===== src/rtl/acfc_pkg.sv =====
// Purpose: Shared constants and types for the analog channel feature block
// Assumes: 16-bit register words, register numbers on 6 bits
// Notes: Clock rate figures feed the watchdog cycle count
package acfc_pkg;
    // Register numbers
    localparam logic [5:0] REG_RAW = 6'h00;
    localparam logic [5:0] REG_STATUS = 6'h06;
    localparam logic [5:0] REG_FAC_OFS = 6'h13;
    localparam logic [5:0] REG_FAC_GAIN = 6'h14;
    localparam logic [5:0] REG_UPPER = 6'h15;
    localparam logic [5:0] REG_LOWER = 6'h16;
    localparam logic [5:0] REG_CODE = 6'h1F;
    localparam logic [5:0] REG_FEATURE = 6'h20;
    localparam logic [5:0] REG_USR_OFS = 6'h21;
    localparam logic [5:0] REG_USR_GAIN = 6'h22;
    localparam logic [5:0] REG_THR_ONE = 6'h23;
    localparam logic [5:0] REG_THR_TWO = 6'h24;
    localparam logic [5:0] REG_CUTOFF = 6'h25;

    // Feature register bit positions
    localparam int FT_FILTER = 11;
    localparam int FT_THR_TWO = 10;
    localparam int FT_THR_ONE = 9;
    localparam int FT_CLAMP = 8;
    localparam int FT_TAGGED = 4;
    localparam int FT_SIGNMAG = 3;
    localparam int FT_WATCHDOG = 2;
    localparam int FT_FACTORY = 1;
    localparam int FT_USER = 0;

    // Reset values and fixed constants
    localparam logic [15:0] FEATURE_RST = 16'h0906;
    localparam logic [15:0] USR_OFS_RST = 16'h0000;
    localparam logic [15:0] USR_GAIN_RST = 16'h0400;
    localparam logic [15:0] THR_RST = 16'h0000;
    localparam logic [15:0] CUTOFF_RST = 16'h0100;
    localparam logic [15:0] CODE_RST = 16'h0000;
    localparam logic [15:0] CODE_KEY = 16'h1235;
    localparam logic [15:0] UPPER_LIMIT = 16'h0FFF;
    localparam logic [15:0] LOWER_LIMIT = 16'h0000;
    localparam logic [15:0] FAC_OFS = 16'h0000;
    localparam logic [15:0] FAC_GAIN = 16'h2000;
    localparam int GAIN_SHIFT = 10;

    // Filter cut-off codes and matching shift amounts
    localparam logic [15:0] CUT_A = 16'h0100;
    localparam logic [15:0] CUT_B = 16'h0200;
    localparam logic [15:0] CUT_C = 16'h0300;
    localparam logic [15:0] CUT_D = 16'h0400;
    localparam logic [2:0] SHIFT_A = 3'h2;
    localparam logic [2:0] SHIFT_B = 3'h3;
    localparam logic [2:0] SHIFT_C = 3'h4;
    localparam logic [2:0] SHIFT_D = 3'h5;

    // Status byte bit positions
    localparam int ST_UNDER = 0;
    localparam int ST_OVER = 1;
    localparam int ST_THR_ONE = 2;
    localparam int ST_THR_TWO = 3;
    localparam int ST_WATCHDOG = 6;

    // Tag field codes for the status-tagged format
    localparam logic [2:0] TAG_NONE = 3'h0;
    localparam logic [2:0] TAG_LOW_CURRENT = 3'h3;
    localparam logic [2:0] TAG_OVERFLOW = 3'h1;

    // Watchdog timing
    localparam int WD_TIME_MS = 100;
    localparam int CLK_MHZ = 125;
    localparam int WD_CYCLES = WD_TIME_MS * CLK_MHZ * 1000;

    typedef struct packed {
        logic write;
        logic [5:0] number;
        logic [15:0] data;
    } acfc_reg_req_t;
endpackage


===== src/rtl/acfc_iir_filter.sv =====
// Purpose: First-order low-pass filter on the measured value
// Assumes: Samples arrive as single-cycle valid pulses
// Notes: Unknown cut-off codes pass samples straight through
`timescale 1ns/1ps
module acfc_iir_filter (
    // Clock and reset
    input wire logic core_clk,
    input wire logic rst_n,
    // Control
    input wire logic enable,
    input wire logic [15:0] cutoffCode,
    // Sample in
    input wire logic sampleValid,
    input wire logic signed [15:0] sampleIn,
    // Sample out
    output logic outValid,
    output logic signed [15:0] outValue
);
    logic [2:0] shift;
    logic useFilter;
    logic signed [16:0] diff;
    logic signed [16:0] step;

    always_comb begin
        useFilter = enable;
        shift = acfc_pkg::SHIFT_A;
        case (cutoffCode)
            acfc_pkg::CUT_A: shift = acfc_pkg::SHIFT_A;
            acfc_pkg::CUT_B: shift = acfc_pkg::SHIFT_B;
            acfc_pkg::CUT_C: shift = acfc_pkg::SHIFT_C;
            acfc_pkg::CUT_D: shift = acfc_pkg::SHIFT_D;
            default: useFilter = 1'b0;
        endcase
        diff = 17'(sampleIn) - 17'(outValue);
        step = diff >>> shift;
    end

    always_ff @(posedge core_clk) begin
        if (!rst_n) begin
            outValid <= 1'b0;
            outValue <= 16'sh0000;
        end else begin
            outValid <= sampleValid;
            if (sampleValid) begin
                if (useFilter) begin
                    outValue <= 16'(17'(outValue) + step);
                end else begin
                    outValue <= sampleIn;
                end
            end
        end
    end
endmodule


===== src/rtl/acfc_channel.sv =====
// Purpose: Per-channel configuration registers and value post-processing
// Assumes: Samples and coupler strobes come from logic on core_clk
// Notes: Registers are reached by register number, answer one cycle later
`timescale 1ns/1ps
// What this block does
// Feature bit 11 enables the filter; reset default one.
// Feature bit 10 enables threshold two; default zero.
// Feature bit 9 enables threshold one; default zero.
// Feature bit 8 enables range clamping; default one.
// With clamping on, out-of-range values set status and clamp to limit.
// Feature bit 4 selects status-tagged format, low three bits as status.
// Tagged format: value in bits 15..3, bit 2 always zero.
// Current variant tags: below range 11, above range 01, else 00.
// Feature bit 3 selects sign-magnitude; minus one reads 0x8001.
// Feature bit 2 enables watchdog tripping after 100 ms without data.
// Feature bit 1 zero applies factory scaling; default one.
// Feature bit 0 enables user scaling; default zero.
// User offset is added when user scaling is on.
// User gain 0x0400 means a factor of exactly one.
// Enabled thresholds set their status bits when value lies beyond.
// Cut-off codes 0x0100, 0x0200, 0x0300, 0x0400 pick a setting; others bypass filter.
// Coupler does standard scaling for tagged format via user scaling.
// User register writes need code word 0x1235 first, else ignored.
// Feature register resets to 0x0906.
// Order: filter, factory, user, clamp, thresholds, format.
module acfc_channel #(
    parameter int WD_CYCLES = acfc_pkg::WD_CYCLES,
    parameter bit CURRENT_INPUT = 1'b1
) (
    // Clock and reset
    input wire logic core_clk,
    input wire logic rst_n,
    // Register access
    input wire logic reqValid,
    input wire acfc_pkg::acfc_reg_req_t req,
    output logic reqAck,
    output logic [15:0] readData,
    // Measurement input
    input wire logic sampleValid,
    input wire logic signed [15:0] sampleData,
    // Process data
    input wire logic pdReceived,
    output logic processValid,
    output logic [15:0] processValue,
    output logic [7:0] statusByte,
    output logic watchdogTripped
);
    logic [15:0] featureConfig;
    logic [15:0] userScaleOffset;
    logic [15:0] userScaleGain;
    logic [15:0] thresholdOne;
    logic [15:0] thresholdTwo;
    logic [15:0] filterCutoffSelect;
    logic [15:0] codeWord;
    logic [15:0] rawValue;
    logic [31:0] wdCount;
    logic fmtTagged;
    logic fmtSignMag;

    logic filtValid;
    logic signed [15:0] filtValue;
    logic unlocked;
    logic userWrite;

    logic signed [31:0] facProd;
    logic signed [31:0] afterFac;
    logic signed [47:0] usrProd;
    logic signed [31:0] afterUsr;
    logic signed [15:0] clamped;
    logic overFlag;
    logic underFlag;
    logic thrOneHit;
    logic thrTwoHit;
    logic [15:0] signMagValue;
    logic [15:0] formatted;
    logic [2:0] tag;
    logic [15:0] next_readData;

    assign unlocked = (codeWord == acfc_pkg::CODE_KEY);
    assign userWrite = reqValid && req.write && unlocked;

    acfc_iir_filter u_filter (
        .core_clk(core_clk),
        .rst_n(rst_n),
        .enable(featureConfig[acfc_pkg::FT_FILTER]),
        .cutoffCode(filterCutoffSelect),
        .sampleValid(sampleValid),
        .sampleIn(sampleData),
        .outValid(filtValid),
        .outValue(filtValue)
    );

    // Code word register, writable at any time
    always_ff @(posedge core_clk) begin
        if (!rst_n) begin
            codeWord <= acfc_pkg::CODE_RST;
        end else if (reqValid && req.write &&
                     req.number == acfc_pkg::REG_CODE) begin
            codeWord <= req.data;
        end
    end

    // User registers, accepted only while unlocked
    always_ff @(posedge core_clk) begin
        if (!rst_n) begin
            featureConfig <= acfc_pkg::FEATURE_RST;
            userScaleOffset <= acfc_pkg::USR_OFS_RST;
            userScaleGain <= acfc_pkg::USR_GAIN_RST;
            thresholdOne <= acfc_pkg::THR_RST;
            thresholdTwo <= acfc_pkg::THR_RST;
            filterCutoffSelect <= acfc_pkg::CUTOFF_RST;
        end else if (userWrite) begin
            case (req.number)
                acfc_pkg::REG_FEATURE: featureConfig <= req.data;
                acfc_pkg::REG_USR_OFS: userScaleOffset <= req.data;
                acfc_pkg::REG_USR_GAIN: userScaleGain <= req.data;
                acfc_pkg::REG_THR_ONE: thresholdOne <= req.data;
                acfc_pkg::REG_THR_TWO: thresholdTwo <= req.data;
                acfc_pkg::REG_CUTOFF: filterCutoffSelect <= req.data;
                default: featureConfig <= featureConfig;
            endcase
        end
    end

    // Read mux
    always_comb begin
        case (req.number)
            acfc_pkg::REG_RAW: next_readData = rawValue;
            acfc_pkg::REG_STATUS: next_readData = {8'h00, statusByte};
            acfc_pkg::REG_FAC_OFS: next_readData = acfc_pkg::FAC_OFS;
            acfc_pkg::REG_FAC_GAIN: next_readData = acfc_pkg::FAC_GAIN;
            acfc_pkg::REG_UPPER: next_readData = acfc_pkg::UPPER_LIMIT;
            acfc_pkg::REG_LOWER: next_readData = acfc_pkg::LOWER_LIMIT;
            acfc_pkg::REG_CODE: next_readData = codeWord;
            acfc_pkg::REG_FEATURE: next_readData = featureConfig;
            acfc_pkg::REG_USR_OFS: next_readData = userScaleOffset;
            acfc_pkg::REG_USR_GAIN: next_readData = userScaleGain;
            acfc_pkg::REG_THR_ONE: next_readData = thresholdOne;
            acfc_pkg::REG_THR_TWO: next_readData = thresholdTwo;
            acfc_pkg::REG_CUTOFF: next_readData = filterCutoffSelect;
            default: next_readData = 16'h0000;
        endcase
    end

    // Answer every request one cycle later; writes return zero data
    always_ff @(posedge core_clk) begin
        if (!rst_n) begin
            reqAck <= 1'b0;
            readData <= 16'h0000;
        end else begin
            reqAck <= reqValid;
            if (reqValid) begin
                readData <= req.write ? 16'h0000 : next_readData;
            end
        end
    end

    always_ff @(posedge core_clk) begin
        if (!rst_n) begin
            rawValue <= 16'h0000;
        end else if (sampleValid) begin
            rawValue <= sampleData;
        end
    end

    // Processing chain after the filter
    always_comb begin
        facProd = 32'(filtValue) * 32'(signed'(acfc_pkg::FAC_GAIN));
        afterFac = 32'(filtValue);
        if (!featureConfig[acfc_pkg::FT_FACTORY]) begin
            afterFac = (facProd >>> acfc_pkg::GAIN_SHIFT) +
                       32'(signed'(acfc_pkg::FAC_OFS));
        end
        usrProd = 48'(afterFac) * 48'(signed'(userScaleGain));
        afterUsr = afterFac;
        if (featureConfig[acfc_pkg::FT_USER]) begin
            afterUsr = 32'(usrProd >>> acfc_pkg::GAIN_SHIFT) +
                       32'(signed'(userScaleOffset));
        end
        overFlag = afterUsr > 32'(signed'(acfc_pkg::UPPER_LIMIT));
        underFlag = afterUsr < 32'(signed'(acfc_pkg::LOWER_LIMIT));
        clamped = afterUsr[15:0];
        if (featureConfig[acfc_pkg::FT_CLAMP]) begin
            if (overFlag) begin
                clamped = acfc_pkg::UPPER_LIMIT;
            end else if (underFlag) begin
                clamped = acfc_pkg::LOWER_LIMIT;
            end
        end
        thrOneHit = featureConfig[acfc_pkg::FT_THR_ONE] &&
                    clamped > signed'(thresholdOne);
        thrTwoHit = featureConfig[acfc_pkg::FT_THR_TWO] &&
                    clamped > signed'(thresholdTwo);
        signMagValue = clamped;
        if (featureConfig[acfc_pkg::FT_SIGNMAG] && clamped[15]) begin
            signMagValue = {1'b1, 15'(-clamped)};
        end
        if (CURRENT_INPUT && underFlag) begin
            tag = acfc_pkg::TAG_LOW_CURRENT;
        end else if (overFlag || underFlag) begin
            tag = acfc_pkg::TAG_OVERFLOW;
        end else begin
            tag = acfc_pkg::TAG_NONE;
        end
        formatted = signMagValue;
        if (featureConfig[acfc_pkg::FT_TAGGED]) begin
            formatted = {signMagValue[15:3], tag};
        end
    end

    // Output stage
    always_ff @(posedge core_clk) begin
        if (!rst_n) begin
            processValid <= 1'b0;
            processValue <= 16'h0000;
            fmtTagged <= 1'b0;
            fmtSignMag <= 1'b0;
            statusByte <= 8'h00;
        end else begin
            processValid <= filtValid;
            statusByte[acfc_pkg::ST_WATCHDOG] <= watchdogTripped;
            if (filtValid) begin
                processValue <= formatted;
                fmtTagged <= featureConfig[acfc_pkg::FT_TAGGED];
                fmtSignMag <= featureConfig[acfc_pkg::FT_SIGNMAG];
                statusByte[acfc_pkg::ST_OVER] <=
                    featureConfig[acfc_pkg::FT_CLAMP] && overFlag;
                statusByte[acfc_pkg::ST_UNDER] <=
                    featureConfig[acfc_pkg::FT_CLAMP] && underFlag;
                statusByte[acfc_pkg::ST_THR_ONE] <= thrOneHit;
                statusByte[acfc_pkg::ST_THR_TWO] <= thrTwoHit;
            end
        end
    end

    // Process data watchdog
    always_ff @(posedge core_clk) begin
        if (!rst_n) begin
            wdCount <= 32'h00000000;
            watchdogTripped <= 1'b0;
        end else if (pdReceived || !featureConfig[acfc_pkg::FT_WATCHDOG]) begin
            wdCount <= 32'h00000000;
            watchdogTripped <= 1'b0;
        end else if (wdCount < 32'(WD_CYCLES - 1)) begin
            wdCount <= wdCount + 32'h00000001;
        end else begin
            watchdogTripped <= 1'b1;
        end
    end

    // Checks
    a_code_locked: assert property (@(posedge core_clk) disable iff (!rst_n)
        reqValid && req.write && req.number == acfc_pkg::REG_FEATURE &&
        !unlocked |=> $stable(featureConfig))
        else $error("feature register changed while locked");

    a_code_unlocked: assert property (@(posedge core_clk) disable iff (!rst_n)
        reqValid && req.write && req.number == acfc_pkg::REG_FEATURE &&
        unlocked |=> featureConfig == $past(req.data))
        else $error("unlocked feature write not taken");

    a_ack_timing: assert property (@(posedge core_clk) disable iff (!rst_n)
        reqValid |=> reqAck ##1 !reqAck || $past(reqValid))
        else $error("request not answered in one cycle");

    a_wd_trip: assert property (@(posedge core_clk) disable iff (!rst_n)
        featureConfig[acfc_pkg::FT_WATCHDOG] && !pdReceived &&
        wdCount == 32'(WD_CYCLES - 1) |=> watchdogTripped)
        else $error("watchdog did not trip at its limit");

    a_wd_clear: assert property (@(posedge core_clk) disable iff (!rst_n)
        pdReceived |=> !watchdogTripped ##1 statusByte[6] == 1'b0)
        else $error("process data did not clear watchdog");

    a_tag_zero: assert property (@(posedge core_clk) disable iff (!rst_n)
        processValid && fmtTagged |-> processValue[2] == 1'b0)
        else $error("tagged format bit 2 not zero");

    a_tag_under: assert property (@(posedge core_clk) disable iff (!rst_n)
        processValid && fmtTagged && CURRENT_INPUT &&
        statusByte[acfc_pkg::ST_UNDER] |-> processValue[1:0] == 2'h3)
        else $error("under-range tag wrong");

    a_clamp_upper: assert property (@(posedge core_clk) disable iff (!rst_n)
        processValid && !fmtTagged && !fmtSignMag &&
        statusByte[acfc_pkg::ST_OVER] |->
        processValue == acfc_pkg::UPPER_LIMIT)
        else $error("over-range value not clamped");

    a_signmag_neg: assert property (@(posedge core_clk) disable iff (!rst_n)
        processValid && fmtSignMag && !fmtTagged && processValue[15] |->
        processValue[14:0] != 15'h0000)
        else $error("sign-magnitude negative zero");

    a_valid_pipe: assert property (@(posedge core_clk) disable iff (!rst_n)
        sampleValid |-> ##2 processValid)
        else $error("processed value not two cycles after sample");

    a_clamp_lower: assert property (
        @(posedge core_clk) disable iff (!rst_n)
        processValid && !fmtTagged && !fmtSignMag &&
        statusByte[acfc_pkg::ST_UNDER] |->
        processValue == acfc_pkg::LOWER_LIMIT)
        else $error("under-range value not clamped");

    a_tag_over: assert property (
        @(posedge core_clk) disable iff (!rst_n)
        processValid && fmtTagged && statusByte[acfc_pkg::ST_OVER] |->
        processValue[1:0] == 2'h1)
        else $error("over-range tag wrong");

    a_reset_values: assert property (
        @(posedge core_clk)
        !rst_n |=> featureConfig == acfc_pkg::FEATURE_RST &&
        filterCutoffSelect == acfc_pkg::CUTOFF_RST && !unlocked)
        else $error("registers not at reset values");

    a_thr_status: assert property (
        @(posedge core_clk) disable iff (!rst_n)
        filtValid && featureConfig[acfc_pkg::FT_THR_ONE] &&
        clamped > signed'(thresholdOne) |=>
        statusByte[acfc_pkg::ST_THR_ONE])
        else $error("threshold one hit not reported");

    a_wd_off: assert property (
        @(posedge core_clk) disable iff (!rst_n)
        !featureConfig[acfc_pkg::FT_WATCHDOG] |=> !watchdogTripped)
        else $error("watchdog tripped while disabled");

    a_user_lock: assert property (
        @(posedge core_clk) disable iff (!rst_n)
        !userWrite |=> $stable(userScaleOffset) && $stable(userScaleGain) &&
        $stable(thresholdTwo) && $stable(filterCutoffSelect))
        else $error("user register changed without unlocked write");

    c_locked_write: cover property (@(posedge core_clk) disable iff (!rst_n)
        reqValid && req.write && !unlocked);
    c_tagged_out: cover property (@(posedge core_clk) disable iff (!rst_n)
        processValid && fmtTagged);
    c_wd_trip: cover property (@(posedge core_clk) disable iff (!rst_n)
        $rose(watchdogTripped));
    c_clamp_over: cover property (@(posedge core_clk) disable iff (!rst_n)
        processValid && statusByte[acfc_pkg::ST_OVER]);
    c_signmag_neg: cover property (@(posedge core_clk) disable iff (!rst_n)
        processValid && fmtSignMag && processValue[15]);
endmodule


===== config.mk =====
export PLATFORM = sky130hd
export DESIGN_NAME = acfc_channel
export DESIGN_NICKNAME = d
export VERILOG_FILES = /design/src/rtl/acfc_pkg.sv /design/src/rtl/acfc_iir_filter.sv /design/src/rtl/acfc_channel.sv
export SDC_FILE = /design/constraint.sdc
export NUM_CORES = 2
export LEC_CHECK = 0
export BUFFER_PORTS_ARGS = -buffer_cell sky130_fd_sc_hd__buf_2
export CORE_ASPECT_RATIO = 1.4
export CORE_MARGIN = 2
export CORE_UTILIZATION = 50
export CTS_BUF_LIST = sky130_fd_sc_hd__clkbuf_16
export DETAILED_ROUTE_END_ITERATION = 10
export GPL_ROUTABILITY_DRIVEN = 0
export HOLD_SLACK_MARGIN = 0.12
export PLACE_DENSITY = 0.78
export SKIP_CTS_REPAIR_TIMING = 1
export SLEW_MARGIN = 20
export SYNTH_ARGS = -nofsm -noshare
export SYNTH_HDL_FRONTEND = slang
export SYNTH_SLANG_ARGS = --single-unit

===== constraint.sdc =====
create_clock -name core_clk -period 16.98 [get_ports core_clk]
set_clock_uncertainty 0.15 [all_clocks]
set_input_delay 1.698 -clock core_clk [delete_from_list [all_inputs] [get_ports core_clk]]
set_output_delay 1.698 -clock core_clk [all_outputs]
set_load 0.01 [all_outputs]

# After elaboration in Yosys (flattened, before gate mapping)
# Cells that the tools add are included.
[word_totals]
inputBits = 44
word_cells = 80
output_inout_bits = 43
reg_bits = 217
[classes]
mux = 14
order_cmp = 5
n_eq_ne = 15
reduce_logical = 20
addsub = 5
n_mul = 1
bitwise = 1
shift = 1
[op_table]
columns = ["cell", "n"]
rows = [
  ["$pmux W16 S11", 1],
  ["$mux W16", 6],
  ["$eq A6 B6 Y1 const B", 6],
  ["$mul A19 B16 Y35", 1],
  ["$add A32 B1 Y32 const B", 1],
  ["$eq A16 B10 Y1 const B", 2],
  ["$gt A16 B16 Y1", 2],
  ["$gt A32 B13 Y1 const B", 1],
  ["$lt A32 B1 Y1 const B", 1],
  ["$lt A32 B24 Y1 const B", 1],
  ["$mux W32", 1],
  ["$add A25 B16 Y26", 1],
  ["$eq A6 B5 Y1 const B", 3],
  ["$mux W18", 1],
  ["$sshr A17 B3 Y16", 1],
  ["$sub A16 B16 Y17", 1],
  ["$add A16 B16 Y16", 1],
  ["$eq A16 B11 Y1 const B", 1],
  ["$eq A16 B13 Y1 const B", 1],
  ["$eq A16 B9 Y1 const B", 1],
  ["$neg A15 Y15", 1],
  ["$reduce_and A2 Y1", 6],
  ["$pmux W3 S3", 1],
  ["$logic_and A1 B1 Y1", 8],
  ["other kinds (10)", 12],
]

# Depth between registers and ports, before layout
[depth]
depth_word = 11
ltp_mapped = 55
mapped_depth_nobuf = 49

# Modules after synthesis
# Synthesis repeated with hierarchy kept, for this count alone.
[hier_totals]
cells_unflattened = 2968
hier_area_um2 = 25692.1
[by_module_without_submodules]
columns = ["mod", "area_per_inst_um2", "cells_per_inst", "seq_area_each_um2", "instances"]
rows = [
  ["acfc_channel", 22793.1, 2581, 4003.8, 1],
  ["acfc_iir_filter", 2899.0, 387, 340.3, 1],
]

# Least setup slack after synthesis
# No wires, ideal clock.
[synth_timing]
kind = "register -> register"
startpoint = "register featureConfig[1]"
endpoint = "register statusByte[3]"
arrival_ps = 11551
n_path_buf = 8
setup_ps = 87
stages_incl_launch_ff = 54
path_slack_ps = 5191
required_ps = 16743
period_less_slack_ps = 11789
cell_sequence = "dfxtp_1 -> clkbuf_1 -> clkbuf_1 -> clkbuf_1 -> clkbuf_1 -> clkbuf_1 -> and2_1 -> clkbuf_1 -> nand2_1 -> fa_1 -> fa_1 -> inv_1 -> fa_1 -> fa_1 -> fa_1 -> inv_1 -> fa_1 -> inv_1 -> [18 not listed] -> o2111ai_2 -> and3_1 -> buf_6 -> nor2_1 -> clkbuf_1 -> nand2_1 -> ha_1 -> nor2b_1 -> o21a_1 -> o21a_1 -> o21a_1 -> o21a_1 -> o21ai_0 -> nand2b_1 -> a21oi_1 -> o31ai_1 -> mux2i_1 -> o31ai_1"
[synth_between]
elab_chain_cells = 10
word_cells_on_any_way = 11
classes_between = "add/sub: 1; mul: 1; order compare: 3; mux: 5; reduce/logical: 1"
[synth_rtl]
columns = ["item", "line", "text"]
rows = [
  ["start, declared", "acfc_channel.sv:48", "logic [15:0] featureConfig;"],
  ["start signal, assigned", "acfc_channel.sv:106", "featureConfig <= acfc_pkg::FEATURE_RST;"],
  ["start signal, assigned", "acfc_channel.sv:114", "acfc_pkg::REG_FEATURE: featureConfig <= req.data;"],
  ["start signal, assigned", "acfc_channel.sv:120", "default: featureConfig <= featureConfig;"],
  ["$mux W18 *", "acfc_channel.sv:170", "if (!featureConfig[acfc_pkg::FT_FACTORY]) begin"],
  ["$mul A19 B16 Y35", "acfc_channel.sv:174", "usrProd = 48'(afterFac) * 48'(signed'(userScaleGain));"],
  ["$add A25 B16 Y26", "acfc_channel.sv:177", "afterUsr = 32'(usrProd >>> acfc_pkg::GAIN_SHIFT) +"],
  ["$mux W32 *", "acfc_channel.sv:176", "if (featureConfig[acfc_pkg::FT_USER]) begin"],
  ["$lt A32 B1 Y1", "acfc_channel.sv:181", "underFlag = afterUsr < 32'(signed'(acfc_pkg::LOWER_LIMIT));"],
  ["$mux W16", "acfc_channel.sv:186", "end else if (underFlag) begin"],
  ["$mux W16", "acfc_channel.sv:184", "if (overFlag) begin"],
  ["$mux W16 *", "acfc_channel.sv:183", "if (featureConfig[acfc_pkg::FT_CLAMP]) begin"],
  ["$gt A16 B16 Y1 *", "acfc_channel.sv:193", "clamped > signed'(thresholdTwo);"],
  ["$logic_and A1 B1 Y1 *", "acfc_channel.sv:192", "thrTwoHit = featureConfig[acfc_pkg::FT_THR_TWO] &&"],
  ["end signal, assigned by index", "acfc_channel.sv:221", "statusByte[acfc_pkg::ST_WATCHDOG] <= watchdogTripped;"],
  ["end signal, assigned by index", "acfc_channel.sv:226", "statusByte[acfc_pkg::ST_OVER] <="],
  ["end signal, assigned by index", "acfc_channel.sv:228", "statusByte[acfc_pkg::ST_UNDER] <="],
  ["end, declared", "acfc_channel.sv:45", "output logic [7:0] statusByte,"],
]
# Mark *: on every way between the ends. The rest lies on a longest branch, timed or not.
# A chain may end at the register's enable or synchronous reset.

# Final worst setup path
[layout_timing]
startpoint = "register u_filter.outValue[1]"
endpoint = "register statusByte[3]"
[layout_between]
elab_chain_cells = 10
word_cells_on_any_way = 11
classes_between = "add/sub: 1; mul: 1; order compare: 3; mux: 5; reduce/logical: 1"
[layout_rtl]
columns = ["item", "line", "text"]
rows = [
  ["start, declared", "acfc_iir_filter.sv:17", "output logic signed [15:0] outValue"],
  ["start signal, assigned", "acfc_iir_filter.sv:46", "outValue <= 16'(17'(outValue) + step);"],
  ["start signal, assigned", "acfc_iir_filter.sv:48", "outValue <= sampleIn;"],
  ["$mux W18 *", "acfc_channel.sv:170", ""],
  ["$mul A19 B16 Y35", "acfc_channel.sv:174", ""],
  ["$add A25 B16 Y26", "acfc_channel.sv:177", ""],
  ["$mux W32 *", "acfc_channel.sv:176", ""],
  ["$lt A32 B1 Y1", "acfc_channel.sv:181", ""],
  ["$mux W16", "acfc_channel.sv:186", ""],
  ["$mux W16", "acfc_channel.sv:184", ""],
  ["$mux W16 *", "acfc_channel.sv:183", ""],
  ["$gt A16 B16 Y1 *", "acfc_channel.sv:193", ""],
  ["$logic_and A1 B1 Y1 *", "acfc_channel.sv:192", ""],
]
# Marks and branches as above.

==> results.cfg <==
[outcome]
status = finished clean

[setup_path]
reg2reg_from = u_filter.outValue[1]
critPathRequiredTime_ns = 17.25
cp-end-kind = register
crit_path_top_delay_cell = dfxtp_1
start_kind = register
cpPeakStageDelay_ns = 0.71
rrSetupSlack_ns = 4.13
rr_endpoint = statusByte[3]
path_max_fanout = 15
r2r_cells = 44
cp_data_arrival_time_ns = 13.12
crit_type = register to register

[sta]
slew_viol_final = 0
period_share_pct = 75.7
hold_viol_final = 0
tightestPinTransition_ns = 1.17
max_freq_ghz = 0.0778
fin_crit_ns = 12.85
setup_viol = 0
fin_setup_tns_ns = 0
hold_ws_ns = 0.313
relSlewSlack_pct = 21.6
rsz0062_at_grt = no

[cells_and_area]
fin_nets = 3496
fin_util_pct = 53.7
layout_common_cells = 434 x inv_1, 368 x nand2_1, 306 x fa_1
finalNonFillerCells = 3625
drive_gt1_share_pct = 6.48
fin_area_mm2 = 0.0270
mostFrequentLayoutCell = inv_1
layout-area-overhead-vs-synth_pct = 5.82

[clock_tree]
clock-sinks = 217
htree_levels = 1
clockBufferDepth = 3
clkLatencyLatePin_ns = 0.51
cts_root_buffer = clkbuf_16
cts_tree = built
cts_buffers = 18
clk_pin_slew_ns = 0.07

[die]
dieArea_mm2 = 0.0528
core.rowCount = 97
fp.coreArea_mm2 = 0.0502
die_x_um = 195
start_util_pct = 50.7
die_h_um = 271
ios = 87

[route]
vias = 21700
viasPerCell = 6.00
wl_um = 76700
ant_nets = 0
drt_iter0_drc = 1735
drc = 0
dr.pass1.iters = 6
wl_per_cell_um = 21.2

[job]
maxCapViolations = 0

[power_and_ir_drop]
p_leak_nw = 12.3
power_density_mw_per_mm2 = 89.6
peakVddDrop_v = 0.000119

[yosys]
synth_edf_count = 0
ys.flop_type = dfxtp_1
syn_area_mm2 = 0.0255
async_reset_ff_share_pct = 0
seq_area_frac_synth_pct = 17.0
ys_warn_count = 0
yosysTopAreaCellShare_pct = 24.0
yosys.cell_types.count = 89
yosysTopAreaCell = fa_1
synthCells = 2981
yosys_register_bits = 217
synth_area_leaders = fa_1 24%, dfxtp_1 17%, ha_1 8.7%, inv_1 6.4%, nand2_1 5.4%
avgSynthCellArea_um2 = 8.55

[min_path]
min_from = wdCount[29]
hold_path_end = wdCount[29]
hold_path_class = register to register
min_path_cells = 1

[placed_design]
place_hpwl_um = 59100
dp_cells = 3591
port_buffers = 83
post_dp_cell_area_mm2 = 0.0264

[grt]
track_usage_pct = 29.2
grt_start_max_net_pins = 86
first_global_vias = 22600
antenna_found_initial = 1
grt_pass1_wl_um = 121000
grt_overflow = 0
==> per-layer routing <==
metal / share of wire [%] / up-vias / wire (um) / global-route usage [%]
met1: 35 / 10600 / 26600 / 31.2
li1: - / 9762 / - / -
met4: 9.6 / 0 / 7380 / 24.8
met3: 6.7 / 401 / 5150 / 3.38
met2: 49 / 1033 / 37500 / 51.6
met5: 0 / - / 0 / 0
==> flip-flops by register name, indices dropped and copies added (netlist names) <==
| signal | cells |
|---|---|
| wdCount | 32 |
| codeWord | 16 |
| featureConfig | 16 |
| filterCutoffSelect | 16 |
| processValue | 16 |
| rawValue | 16 |
| readData | 16 |
| thresholdOne | 16 |
| thresholdTwo | 16 |
| u_filter.outValue | 16 |
| userScaleGain | 16 |
| userScaleOffset | 16 |
| statusByte | 5 |
| processValid | 1 |
| reqAck | 1 |
| u_filter.outValid | 1 |
| watchdogTripped | 1 |
==> critical path, delay by kind of cell (launching register included) <==
family,cells,cell delay (ns)
adders and majority gates,9,4.26
AOI/OAI and AO/OA,19,4.45
and+or+nand+nor,10,2.58
xor gates and xnor gates,1,0.10
buffers and inverters,4,0.37
muxes,1,0.13
DFF,1,0.71
==> through the flow <==
stage               total power [mW]  setup slack [ns]
floorplan                       1.60              5.19
global placement                1.94              4.62
detailed placement              1.96              4.26
CTS                             2.39              4.15
global route                    2.59              3.20
finish                          2.42              4.13
==> worst max path at each step <==
| stage | from | end | slack (ns) | cells after the start |
|---|---|---|---|---|
| floorplan | featureConfig[1] | statusByte[3] | 5.19 | 53 |
| global placement | featureConfig[1] | statusByte[3] | 4.62 | 44 |
| detailed placement | featureConfig[1] | statusByte[3] | 4.26 | 44 |
| CTS | featureConfig[1] | statusByte[3] | 4.15 | 44 |
| global route | u_filter.outValue[1] | statusByte[3] | 3.20 | 46 |
| finish | u_filter.outValue[1] | statusByte[3] | 4.13 | 44 |
==> final cells by class <==
class                   count  area [um^2]
multi-input cells        2187        19000
clock buffers              19          475
flip-flops and latches    217         4350
well taps                 643          805
fillers                  4659        23300
inverters                 435         1630
diodes                      2         5.00
clock inverters            13         97.6
repair buffers            109          613
==> report_power, final <==
group          internal (mW)  switching (mW)
Clock                  0.221           0.202
Combinational          0.539           0.875
Sequential             0.534          0.0467
==> cells by family (layout without fill, tap and decap cells) <==
| family | count (synthesis) | after routing | synth area share, % |
|---|---|---|---|
| AND/OR/NAND/NOR | 978 | 978 | 19.0 |
| buffers and inverters | 579 | 576 | 8.61 |
| AO/OA/AOI/OAI | 495 | 495 | 13.6 |
| adder cells (fa/ha/maj) | 484 | 484 | 32.8 |
| flip-flops | 217 | 217 | 17.0 |
| multiplexers | 139 | 139 | 5.93 |
| XOR/XNOR | 88 | 88 | 3.02 |
| other | 1 | 5 | 0.0147 |
==> cells in the mapped netlist, types with 81 or more instances <==
cell and instances:
a21oi_1 83, and2_1 88, clkbuf_1 132, dfxtp_1 217, fa_1 306, ha_1 178
inv_1 433, mux2i_1 124, nand2_1 368, nor2_1 123, nor2b_1 161, o21ai_0 81
Note: power is estimated with default switching activity, not from simulation.
